<file path="src/hdl/aait_pkg.sv">
// Constants for the agent and function index table register bank
package aait_pkg;
  localparam int AW = 12;
  localparam int DW = 32;
  localparam int AGT_MAX = 32;
  localparam int FN_MAX = 32;
  localparam int CW = 6;
  localparam logic [AW-1:0] OFF_AGT_PTR = 12'h004;
  localparam logic [AW-1:0] OFF_FN_PTR = 12'h008;
  localparam logic [AW-1:0] OFF_BND_PTR = 12'h00C;
  localparam logic [AW-1:0] OFF_CTRL = 12'h010;
  localparam logic [AW-1:0] OFF_STAT = 12'h014;
  localparam logic [AW-1:0] OFF_AGT_TBL = 12'h020;
  localparam logic [AW-1:0] OFF_FN_TBL = 12'h0A0;
  localparam logic [AW-1:0] OFF_BND_TBL = 12'h120;
  localparam logic [AW-1:0] DVSEC_BYTES = 12'h200;
  localparam int PTR_SIZE_LSB = 0;
  localparam int PTR_RSV_LSB = 12;
  localparam int PTR_OFF_LSB = 20;
  localparam int AGT_PORT_LSB = 8;
  localparam int AGT_FN_LSB = 12;
  localparam int AGT_CAP_LSB = 20;
  localparam int FN_PORT_LSB = 20;
  localparam int FN_NUM_LSB = 24;
  localparam int AGT_KW = 24;
  localparam int FN_KW = 12;
  localparam int CTRL_FN_EN = 0;
  localparam logic CTRL_FN_EN_RST = 1'b1;
  localparam int STAT_AGT_CNT_LSB = 0;
  localparam int STAT_FN_CNT_LSB = 8;
  localparam int STAT_REJECT = 16;
  localparam int STAT_AGT_OK = 17;
endpackage : aait_pkg

</file>
<file path="src/hdl/aait_match_if.sv">
// Interface carrying stored keys and a candidate key to the duplicate matcher
`timescale 1ns/1ps
interface aait_match_if #(
  parameter int N = 32,
  parameter int KW = 24
);
  logic [N*KW-1:0] keys;
  logic [N-1:0] live;
  logic [KW-1:0] cand;
  logic hit;
  modport owner (output keys, output live, output cand, input hit);
  modport matcher (input keys, input live, input cand, output hit);
endinterface : aait_match_if

</file>
<file path="src/hdl/aait_dup_match.sv">
// Compares a candidate key against every live stored key
`timescale 1ns/1ps
module aait_dup_match #(
  parameter int N = 32,
  parameter int KW = 24
) (
  aait_match_if.matcher m
);
  logic [N-1:0] eq;

  // One comparator per stored entry
  genvar g;
  generate
    for (g = 0; g < N; g++) begin : g_cmp
      assign eq[g] = m.live[g] && (m.keys[g*KW +: KW] == m.cand);
    end
  endgenerate

  assign m.hit = |eq;
endmodule : aait_dup_match

</file>
<file path="src/hdl/aait_index_tables.sv">
// Read-only agent and function index tables with their pointer registers
`timescale 1ns/1ps
module aait_index_tables
  import aait_pkg::*;
#(
  parameter int AGT_N = AGT_MAX,
  parameter int FN_N = FN_MAX
) (
  input wire logic clk_sys,
  input wire logic srst,
  input wire logic ce,
  input wire logic [AW-1:0] reg_addr,
  input wire logic [DW-1:0] reg_wdata,
  input wire logic reg_wr,
  input wire logic reg_rd,
  output logic [DW-1:0] reg_rdata,
  input wire logic tbl_load,
  input wire logic tbl_sel,
  input wire logic tbl_clear,
  input wire logic [3:0] tbl_port,
  input wire logic [7:0] tbl_func,
  input wire logic [11:0] tbl_capoff,
  output logic tbl_reject,
  output logic [CW-1:0] agent_count,
  output logic [CW-1:0] function_count
);
  // Address lies inside a table of cnt dword entries starting at base
  function automatic logic in_tbl(input logic [AW-1:0] a, input logic [AW-1:0] base,
                                  input logic [CW-1:0] cnt);
    logic [AW-1:0] lim;
    lim = base + AW'({cnt, 2'b00});
    return (a[1:0] == 2'b00) && (a >= base) && (a < lim);
  endfunction : in_tbl

  // Entry position of an address within a table
  function automatic logic [4:0] tbl_idx(input logic [AW-1:0] a, input logic [AW-1:0] base);
    logic [AW-1:0] d;
    d = a - base;
    return d[6:2];
  endfunction : tbl_idx

  // Pointer word: offset, zero reserved bits, size in dwords
  function automatic logic [DW-1:0] ptr_word(input logic [AW-1:0] off,
                                             input logic [CW-1:0] cnt);
    logic [DW-1:0] w;
    w = '0;
    w[PTR_OFF_LSB +: 12] = {off[AW-1:2], 2'b00};
    w[PTR_SIZE_LSB +: 12] = 12'(cnt);
    return w;
  endfunction : ptr_word

  logic [AGT_KW-1:0] agt_mem [AGT_N];
  logic [FN_KW-1:0] fn_mem [FN_N];
  logic [CW-1:0] agt_cnt_q;
  logic [CW-1:0] agt_cnt_d;
  logic [CW-1:0] fn_cnt_q;
  logic [CW-1:0] fn_cnt_d;
  logic fn_en_q;
  logic fn_en_d;
  logic reject_q;
  logic reject_d;
  logic tbl_reject_q;
  logic [DW-1:0] rdata_q;
  logic [DW-1:0] rdata_d;

  aait_match_if #(.N(AGT_N), .KW(AGT_KW)) agt_m ();
  aait_match_if #(.N(FN_N), .KW(FN_KW)) fn_m ();

  aait_dup_match #(.N(AGT_N), .KW(AGT_KW)) u_agt_match (.m(agt_m.matcher));
  aait_dup_match #(.N(FN_N), .KW(FN_KW)) u_fn_match (.m(fn_m.matcher));

  // Present stored keys and the candidate to the matchers
  always_comb begin
    for (int i = 0; i < AGT_N; i++) begin
      agt_m.keys[i*AGT_KW +: AGT_KW] = agt_mem[i];
      agt_m.live[i] = (CW'(i) < agt_cnt_q);
    end
    for (int i = 0; i < FN_N; i++) begin
      fn_m.keys[i*FN_KW +: FN_KW] = fn_mem[i];
      fn_m.live[i] = (CW'(i) < fn_cnt_q);
    end
  end
  assign agt_m.cand = {tbl_capoff, tbl_func, tbl_port};
  assign fn_m.cand = {tbl_func, tbl_port};

  // Load decisions
  wire agt_full = (agt_cnt_q >= CW'(AGT_N));
  wire fn_full = (fn_cnt_q >= CW'(FN_N));
  wire agt_load = tbl_load && !tbl_clear && !tbl_sel;
  wire fn_load = tbl_load && !tbl_clear && tbl_sel;
  wire agt_ok = agt_load && !agt_full && !agt_m.hit;
  wire fn_ok = fn_load && !fn_full && !fn_m.hit;
  wire load_bad = (agt_load && !agt_ok) || (fn_load && !fn_ok);

  assign agt_cnt_d = tbl_clear ? '0 : agt_cnt_q + CW'(agt_ok);
  assign fn_cnt_d = tbl_clear ? '0 : fn_cnt_q + CW'(fn_ok);

  // Register decode
  wire wr_ctrl = reg_wr && (reg_addr == OFF_CTRL);
  wire wr_stat = reg_wr && (reg_addr == OFF_STAT);
  wire clr_reject = wr_stat && reg_wdata[STAT_REJECT];
  assign fn_en_d = wr_ctrl ? reg_wdata[CTRL_FN_EN] : fn_en_q;
  assign reject_d = load_bad || (reject_q && !clr_reject);

  // Pointer words, entries and status
  wire fn_absent = !fn_en_q || (fn_cnt_q == '0);
  wire [DW-1:0] agt_ptr = ptr_word(OFF_AGT_TBL, agt_cnt_q);
  wire [DW-1:0] fn_ptr = fn_absent ? '0 : ptr_word(OFF_FN_TBL, fn_cnt_q);
  wire [DW-1:0] bnd_ptr = ptr_word(OFF_BND_TBL, fn_cnt_q);
  wire hit_agt = in_tbl(reg_addr, OFF_AGT_TBL, agt_cnt_q);
  wire hit_fn = !fn_absent && in_tbl(reg_addr, OFF_FN_TBL, fn_cnt_q);
  wire [AGT_KW-1:0] agt_ent = agt_mem[tbl_idx(reg_addr, OFF_AGT_TBL)];
  wire [FN_KW-1:0] fn_ent = fn_mem[tbl_idx(reg_addr, OFF_FN_TBL)];
  wire [DW-1:0] agt_word = {agt_ent, 8'h00};
  wire [DW-1:0] fn_word = {fn_ent, 20'h00000};
  wire [DW-1:0] stat_word = {14'h0000, (agt_cnt_q != '0), reject_q,
                             2'b00, fn_cnt_q, 2'b00, agt_cnt_q};
  wire [DW-1:0] ctrl_word = {31'h00000000, fn_en_q};

  // Read mux; unmapped or empty locations read zero
  always_comb begin
    rdata_d = '0;
    case (reg_addr)
      OFF_AGT_PTR: rdata_d = agt_ptr;
      OFF_FN_PTR: rdata_d = fn_ptr;
      OFF_BND_PTR: rdata_d = bnd_ptr;
      OFF_CTRL: rdata_d = ctrl_word;
      OFF_STAT: rdata_d = stat_word;
      default: begin
        if (hit_agt) begin
          rdata_d = agt_word;
        end else if (hit_fn) begin
          rdata_d = fn_word;
        end
      end
    endcase
  end

  // Control and status state; table fields ignore software writes
  always_ff @(posedge clk_sys) begin
    if (srst) begin
      agt_cnt_q <= '0;
      fn_cnt_q <= '0;
      fn_en_q <= CTRL_FN_EN_RST;
      reject_q <= 1'b0;
      tbl_reject_q <= 1'b0;
      rdata_q <= '0;
    end else if (ce) begin
      agt_cnt_q <= agt_cnt_d;
      fn_cnt_q <= fn_cnt_d;
      fn_en_q <= fn_en_d;
      reject_q <= reject_d;
      tbl_reject_q <= load_bad;
      rdata_q <= reg_rd ? rdata_d : '0;
    end
  end

  // Entry storage appends at the current count
  always_ff @(posedge clk_sys) begin
    if (ce && agt_ok) begin
      agt_mem[agt_cnt_q[4:0]] <= agt_m.cand;
    end
    if (ce && fn_ok) begin
      fn_mem[fn_cnt_q[4:0]] <= fn_m.cand;
    end
  end

  assign reg_rdata = rdata_q;
  assign tbl_reject = tbl_reject_q;
  assign agent_count = agt_cnt_q;
  assign function_count = fn_cnt_q;
endmodule : aait_index_tables

</file>
<file path="config.mk">
export PLATFORM = sky130hd
export DESIGN_NAME = aait_index_tables
export DESIGN_NICKNAME = d
export VERILOG_FILES = /design/src/hdl/aait_pkg.sv /design/src/hdl/aait_match_if.sv /design/src/hdl/aait_dup_match.sv /design/src/hdl/aait_index_tables.sv
export SDC_FILE = /design/constraint.sdc
export NUM_CORES = 2
export LEC_CHECK = 0
export BUFFER_PORTS_ARGS = -buffer_cell sky130_fd_sc_hd__buf_4
export CAP_MARGIN = 10
export CORE_MARGIN = 3
export CORE_UTILIZATION = 38
export CTS_CLUSTER_DIAMETER = 150
export CTS_CLUSTER_SIZE = 40
export DETAILED_ROUTE_END_ITERATION = 7
export SETUP_SLACK_MARGIN = 0.4
export SYNTH_ARGS = -nofsm -noshare
export SYNTH_HDL_FRONTEND = slang
export SYNTH_SLANG_ARGS = --single-unit
</file>
<file path="constraint.sdc">
create_clock -name clk_sys -period 7 [get_ports clk_sys]
set_input_delay 0.7 -clock clk_sys [delete_from_list [all_inputs] [get_ports clk_sys]]
set_output_delay 0.7 -clock clk_sys [all_outputs]
set_load 0.01 [all_outputs]
</file>
Yosys cells after proc, flatten, opt, wreduce, memory -nomap -nowiden
Memories as Yosys holds them, arrays and structs flattened. Index checks and enable logic that the tools add are counted.

Flip-flop bits (word level): 47. Bits in writable memories: 1152. Input port bits: 76. Word-level logic and storage cells: 268. Memories: 2.

Add/subtract/negate cells: 6. Magnitude comparators: 70. Equality and inequality tests: 69. Mux-type cells: 11. Reductions and logical operators: 104.

Memory list: agt_mem (depth 32, bits a word 24, read ports 33, clocked after Yosys merged registers in 0, write ports 1, RTL line aait_index_tables.sv:52) `logic [AGT_KW-1:0] agt_mem [AGT_N];`; fn_mem (depth 32, bits a word 12, read ports 33, clocked after Yosys merged registers in 0, write ports 1, RTL line aait_index_tables.sv:53) `logic [FN_KW-1:0] fn_mem [FN_N];`.

Operator list (count): equality test 24 bit (32); equality test 12 bit (32); less-than comparator 5 x 6 -> 1 bit (first input constant) (32); case mux 32 bit (5 select lines) (1); less-than comparator 4 x 6 -> 1 bit (first input constant) (16); 2-to-1 mux 32 bit (3); logical AND 1 bit (84); OR reduction 32 bit (2); less-than comparator 3 x 6 -> 1 bit (first input constant) (8); 2-to-1 mux 28 bit (1); equality test 12 x 4 -> 1 bit (second input constant) (2); equality test 12 x 5 -> 1 bit (second input constant) (2); less-than comparator 1 x 6 -> 1 bit (first input constant) (4); less-than comparator 12 x 9 -> 1 bit (2); less-than comparator 2 x 6 -> 1 bit (first input constant) (4); subtractor 7 x 6 -> 7 bit (second input constant) (2); adder 6 x 1 -> 6 bit (2); equality test 12 x 3 -> 1 bit (second input constant) (1); greater-or-equal comparator 12 x 6 -> 1 bit (second input constant) (1); greater-or-equal comparator 12 x 8 -> 1 bit (second input constant) (1); greater-or-equal comparator 6 bit (second input constant) (2); 2-to-1 mux 6 bit (2); zero test 1 bit (11); adder 6 x 8 -> 9 bit (first input constant) (1); other kinds (7) (12).

Logic depth before layout (Yosys ltp)
An unclocked memory read counts as a cell.

Depth after elaboration: 10. Depth in mapped cells: 16. Depth with buffers taken out: 13.

By module
Synthesis repeated with hierarchy kept, for this count alone.

Cell total of the unflattened synthesis: 4135. Area, all modules: 62389.8 um^2.

Modules (own cells, without submodules): aait_index_tables (times used 1, cells each 2381, area each 47712.0 um^2, sequential area each 35494.0 um^2); aait_dup_match at u_agt_match (times used 1, cells each 1173, area each 9915.8 um^2, sequential area each 0.0 um^2); aait_dup_match at u_fn_match (times used 1, cells each 581, area each 4762.1 um^2, sequential area each 0.0 um^2).

Worst setup path before layout
No wires, ideal clock.

Kind: input -> register. Start: in tbl_capoff[1]. End: mem agt_mem[14][0], enable pin. Library setup time: 0.405 ns. Arrival: 3.559 ns. Path slack: 3.036 ns. Cell stages on the path: 10. Buffers on the path: 3. Path through: buf_2 buf_2 buf_4 xor2_1 nor4_1 nand4_1 o2111ai_1 nor4_4 nand4_2 nor2_1.

Longest elaborated chain between the ends: 8. Elaborated cells on any way between the ends: 70. Those cells by class: eq/ne (32); mux (2); reduce/logical (36).

Ends and longest elaborated chain: start, declared (RTL line aait_index_tables.sv:22) `input wire logic [11:0] tbl_capoff,`; equality test 24 bit (RTL line aait_dup_match.sv:15) `assign eq[g] = m.live[g] && (m.keys[g*KW +: KW] == m.cand);`; logical AND 1 bit (RTL line aait_dup_match.sv:15); OR reduction 32 bit * (RTL line aait_dup_match.sv:19) `assign m.hit = |eq;`; zero test 1 bit * (RTL line aait_index_tables.sv:91) `wire agt_ok = agt_load && !agt_full && !agt_m.hit;`; logical AND 1 bit * (RTL line aait_index_tables.sv:91); logical AND 1 bit * (RTL line aait_index_tables.sv:160) `if (ce && agt_ok) begin`; 2-to-1 mux 1 bit * (RTL line aait_index_tables.sv:160); 2-to-1 mux 1 bit (implied by the code) * (RTL line aait_index_tables.sv:161) `agt_mem[agt_cnt_q[4:0]] <= agt_m.cand;`; end, declared (RTL line aait_index_tables.sv:52).

Every way passes the cells marked *; elsewhere a longest branch is shown, timed or not.

Worst setup path in the final report
Start: reg agt_cnt_q[4] (netlist: agent_count[4]). End: mem agt_mem[30][1], enable pin.

Longest elaborated chain between the ends: 8. Elaborated cells on any way between the ends: 73. Those cells by class: order compare (33); mux (2); reduce/logical (38).

Ends and longest elaborated chain: start, declared (RTL line aait_index_tables.sv:54) `logic [CW-1:0] agt_cnt_q;`; start signal, assigned (RTL line aait_index_tables.sv:149) `agt_cnt_q <= agt_cnt_d;`; less-than comparator 1 x 6 -> 1 bit, or another cell as far along (RTL line aait_index_tables.sv:76) `agt_m.live[i] = (CW'(i) < agt_cnt_q);`; logical AND 1 bit (RTL line aait_dup_match.sv:15); OR reduction 32 bit (RTL line aait_dup_match.sv:19); zero test 1 bit (RTL line aait_index_tables.sv:91); logical AND 1 bit (RTL line aait_index_tables.sv:91); logical AND 1 bit (RTL line aait_index_tables.sv:160); 2-to-1 mux 1 bit (RTL line aait_index_tables.sv:160); 2-to-1 mux 1 bit (implied by the code) (RTL line aait_index_tables.sv:161).

Several ways; a longest one is shown, not always the timed one.

==> reports/metrics.yaml <==
power_and_ir_drop:
  swShare: 0.2455
  powerDensity_nw_per_um2: 189.7
  clockPowerShare: 0.252
  p_leak_nw: 19.50
  ir_worst_vdd_uv: 152.8
  comb_power_share: 0.111
  p_switching_w: 0.003026
  seqPwrFrac: 0.636
  internal_power_w: 0.009300
timing:
  relSlewSlack: 0.1860
  fin_crit_ns: 5.209
  setup_viol: 0
  fin_worst_skew_ns: 0.04825
  setup_ws_ns: 1.791
  timing.final.crit_share: 0.7442
  worst_slew_pin_slew_ns: 1.217
  hold_viol_final: 0
  fin_tns_setup_ns: 0
  rsz0062_at_grt: "no"
  fmax_mhz: 192.0
  maxSlewViolCount: 0
hold_path:
  hp-class: "in -> reg"
  hold_depth: 3
  hp-start: "reg_wdata[0]"
  min_to: "fn_en_q$_SDFFE_PP1P_"
outcome:
  status: "finished, final reports clean"
yosys:
  synth-seq-cells: 1197
  postSynthAreaPerCell_um2: 15.72
  yosys_warnings: 0
  netlist_instances: 3859
  yosysSeqAreaShare: 0.5853
  synthDistinctLibCells: 65
  synth_ff_type: "edfxtp_1"
  async_reset_ff_frac: 0
  synth-edff-count: 1152
  syn_area_um2: 60650
finish:
  synthToLayoutAreaGrowth_pct: 7.126
  final_nets: 3996
  postLayoutCoreUtil: 0.4130
  drive_gt1_frac: 0.1804
worst_setup_path:
  r2r_end: "agt_mem[30][1]$_DFFE_PP_"
  r2r_cells: 8
  required_ns: 7.36
  startpoint_type: "flip-flop"
  path_max_fanout: 24
  r2r_setup_slack_ns: 1.79
  crit_type: "reg -> reg"
  r2r-start: "agent_count[4]$_SDFFE_PP0P_"
  crit_arrival_ns: 5.57
  end_kind: "flip-flop"
global_route:
  grt_pass1_vias: 34440
  antenna_found_initial: 12
  grt_use_met2: 0.3687
  overflow: 0
  grt-busiest-layer: "met2"
  grt_pass1_wl_um: 274600
  track_usage: 0.2362
  use_met1: 0.3409
  grt_max_degree: 106
  use_met3: 0.03570
cts:
  clkTransAtPathRegs_ns: 0.16
  cts-resized-gates: 0
  numCtsBuffers: 35
  clockRootBuffer: "clkbuf_16"
  htreeDepth: 2
  cts_max_path_buffers: 3
  clock_latency_ns: 0.69
  hold_buffers: 0
  cts_sinks: 1197
  cts_tree: "built"
  cts_setup_buffers: 0
floorplan:
  core_um2: 157300
  io_pins: 121
  dieArea_um2: 164400
  die_h_um: 405.5
  start_util: 0.3856
  rows: 145
  die_w_um: 405.5
routing:
  via_count: 35430
  post-route-drc-count: 0
  drt_pre_antenna_iters: 6
  drt_iter0_markers: 5080
  routedWlPerCell_um: 32.97
  vias_per_cell: 5.928
  antenna_left: 0
  routed_wl_um: 197100
placement:
  pre_cts_ws_ns: 1.789
  portBuffers: 88
  dp.final_hpwl_um: 139700
  gp_routability_congestion: 1.009
flow_run:
  drv_cap: 0
==> sequential cells by signal (all words and copies together), names as in the netlist <==
name,count
agent_count,6
fn_mem,384
fn_en_q,1
agt_mem,768
reg_rdata,30
function_count,6
tbl_reject,1
reject_q,1
==> synthesized netlist by cell type, types with 3 or more instances <==
master	instances	area, um^2
a31oi_1	8	50.05
nand2b_1	9	56.30
a21o_1	6	45.04
clkinv_1	3	11.26
buf_2	71	355.3
o311ai_1	3	26.28
mux2_2	11	123.9
or3_1	8	50.05
inv_1	15	56.30
buf_1	15	56.30
nand2_1	55	206.5
nand3_1	49	245.2
o22ai_1	6	37.54
buf_6	6	67.56
edfxtp_1	1152	34590
clkbuf_1	61	229.0
dfxtp_1	45	900.9
xor2_1	481	4213
mux2i_1	30	300.3
buf_4	99	743.2
or4_1	8	60.06
nand4_1	185	1157
nand4_2	4	50.05
ha_1	25	312.8
o21ai_0	17	85.08
a21oi_1	54	270.3
nor4_1	147	919.6
nor3b_1	8	60.06
a211o_1	4	35.03
mux4_2	360	8108
nor2_1	129	484.2
o2111ai_1	9	78.83
a22oi_1	15	112.6
a222oi_1	3	30.03
nor3_1	38	190.2
xnor2_1	680	5956
==> cell type report <==
cell class              count  area, um^2
diodes                      5       12.51
clock buffers              54       947.2
clock inverters             2       13.76
fillers                 14180       92330
inverters                  18       67.56
multi-input cells        2393       23730
flip-flops and latches   1197       35490
well taps                2058        2575
repair buffers            250        2132
==> metal layers <==
layer | wire length [um] | vias to the layer above
li1 | - | 14820
met3 | 16020 | 219
met4 | 7135 | 8
met5 | 59 | -
met2 | 91060 | 1591
met1 | 82790 | 18790
==> cells by family (layout without fill, tap and decap cells) <==
logic type | after synthesis | after routing | synth area share
flip-flops | 1197 | 1197 | 0.5853
XOR/XNOR | 1161 | 1161 | 0.1677
AND/OR/NAND/NOR | 657 | 657 | 0.05998
multiplexers | 401 | 401 | 0.1407
buffers and inverters | 270 | 324 | 0.02505
AO/OA/AOI/OAI | 147 | 147 | 0.01613
adder cells (fa/ha/maj) | 25 | 25 | 0.005158
other | 1 | 7 | 0.00006183
==> metrics by stage <==
step / hold slack [ns] / cells / instance area (um^2) / total power, W
3_3_place_gp: 0.4577 / 5914 / 63980 / 0.009368
5_1_grt: 0.2898 / 5972 / 64950 / 0.01264
4_1_cts: 0.2912 / 5970 / 64940 / 0.01237
6_report: 0.3269 / 5977 / 64970 / 0.01233
3_5_place_dp: 0.4616 / 5914 / 63980 / 0.009369
2_1_floorplan: 0.4611 / 3860 / 60650 / 0.008828
==> power by group through the flow <==
stage          clock network (W)  logic [W]  registers, W
6_report                 0.00311    0.00137       0.00784
4_1_cts                  0.00315    0.00137       0.00784
5_1_grt                  0.00337    0.00143       0.00785
3_5_place_dp                   0    0.00136       0.00801
3_3_place_gp                   0    0.00136       0.00801
2_1_floorplan                  0   0.000822       0.00801
==> worst max-delay path by stage <==
stage,from,endpoint
floorplan,tbl_capoff[1],agt_mem[14][0]$_DFFE_PP_
global placement,tbl_func[7],fn_mem[0][10]$_DFFE_PP_
detailed placement,tbl_func[3],fn_mem[12][6]$_DFFE_PP_
CTS,agent_count[4]$_SDFFE_PP0P_,agt_mem[30][8]$_DFFE_PP_
global route,agent_count[4]$_SDFFE_PP0P_,agt_mem[30][12]$_DFFE_PP_
finish,agent_count[4]$_SDFFE_PP0P_,agt_mem[30][1]$_DFFE_PP_
==> cells in the final DEF (no fill, tap or decap), drive strengths merged, types with 5 or more instances in the layout <==
| master | n |
|---|---|
| nand3 | 49 |
| xor2 | 481 |
| mux2 | 11 |
| clkbuf | 54 |
| nand2b | 9 |
| o311ai | 5 |
| edfxtp | 1152 |
| a22oi | 15 |
| dfxtp | 45 |
| ha | 25 |
| nor2 | 129 |
| diode | 5 |
| nand4 | 189 |
| a21o | 6 |
| o22ai | 6 |
| nor3 | 39 |
| or4 | 8 |
| nor4 | 149 |
| o21ai | 18 |
| nand2 | 55 |
| a31oi | 8 |
| o2111ai | 9 |
| xnor2 | 680 |
| nor3b | 10 |
| buf | 250 |
| or3 | 8 |
| mux4 | 360 |
| a21oi | 54 |
| mux2i | 30 |
| inv | 16 |
==> worst max-delay path: stages (launching register included) <==
cell       delay, ns
dfxtp_1         0.68
a31oi_1         0.91
nor3_1          0.21
a32oi_1         0.71
o2111ai_1       0.34
nor4_4          0.61
nand4_2         0.59
nor2_2          0.35
buf_4           0.42
No activity file was read; power rests on OpenSTA's default activity.
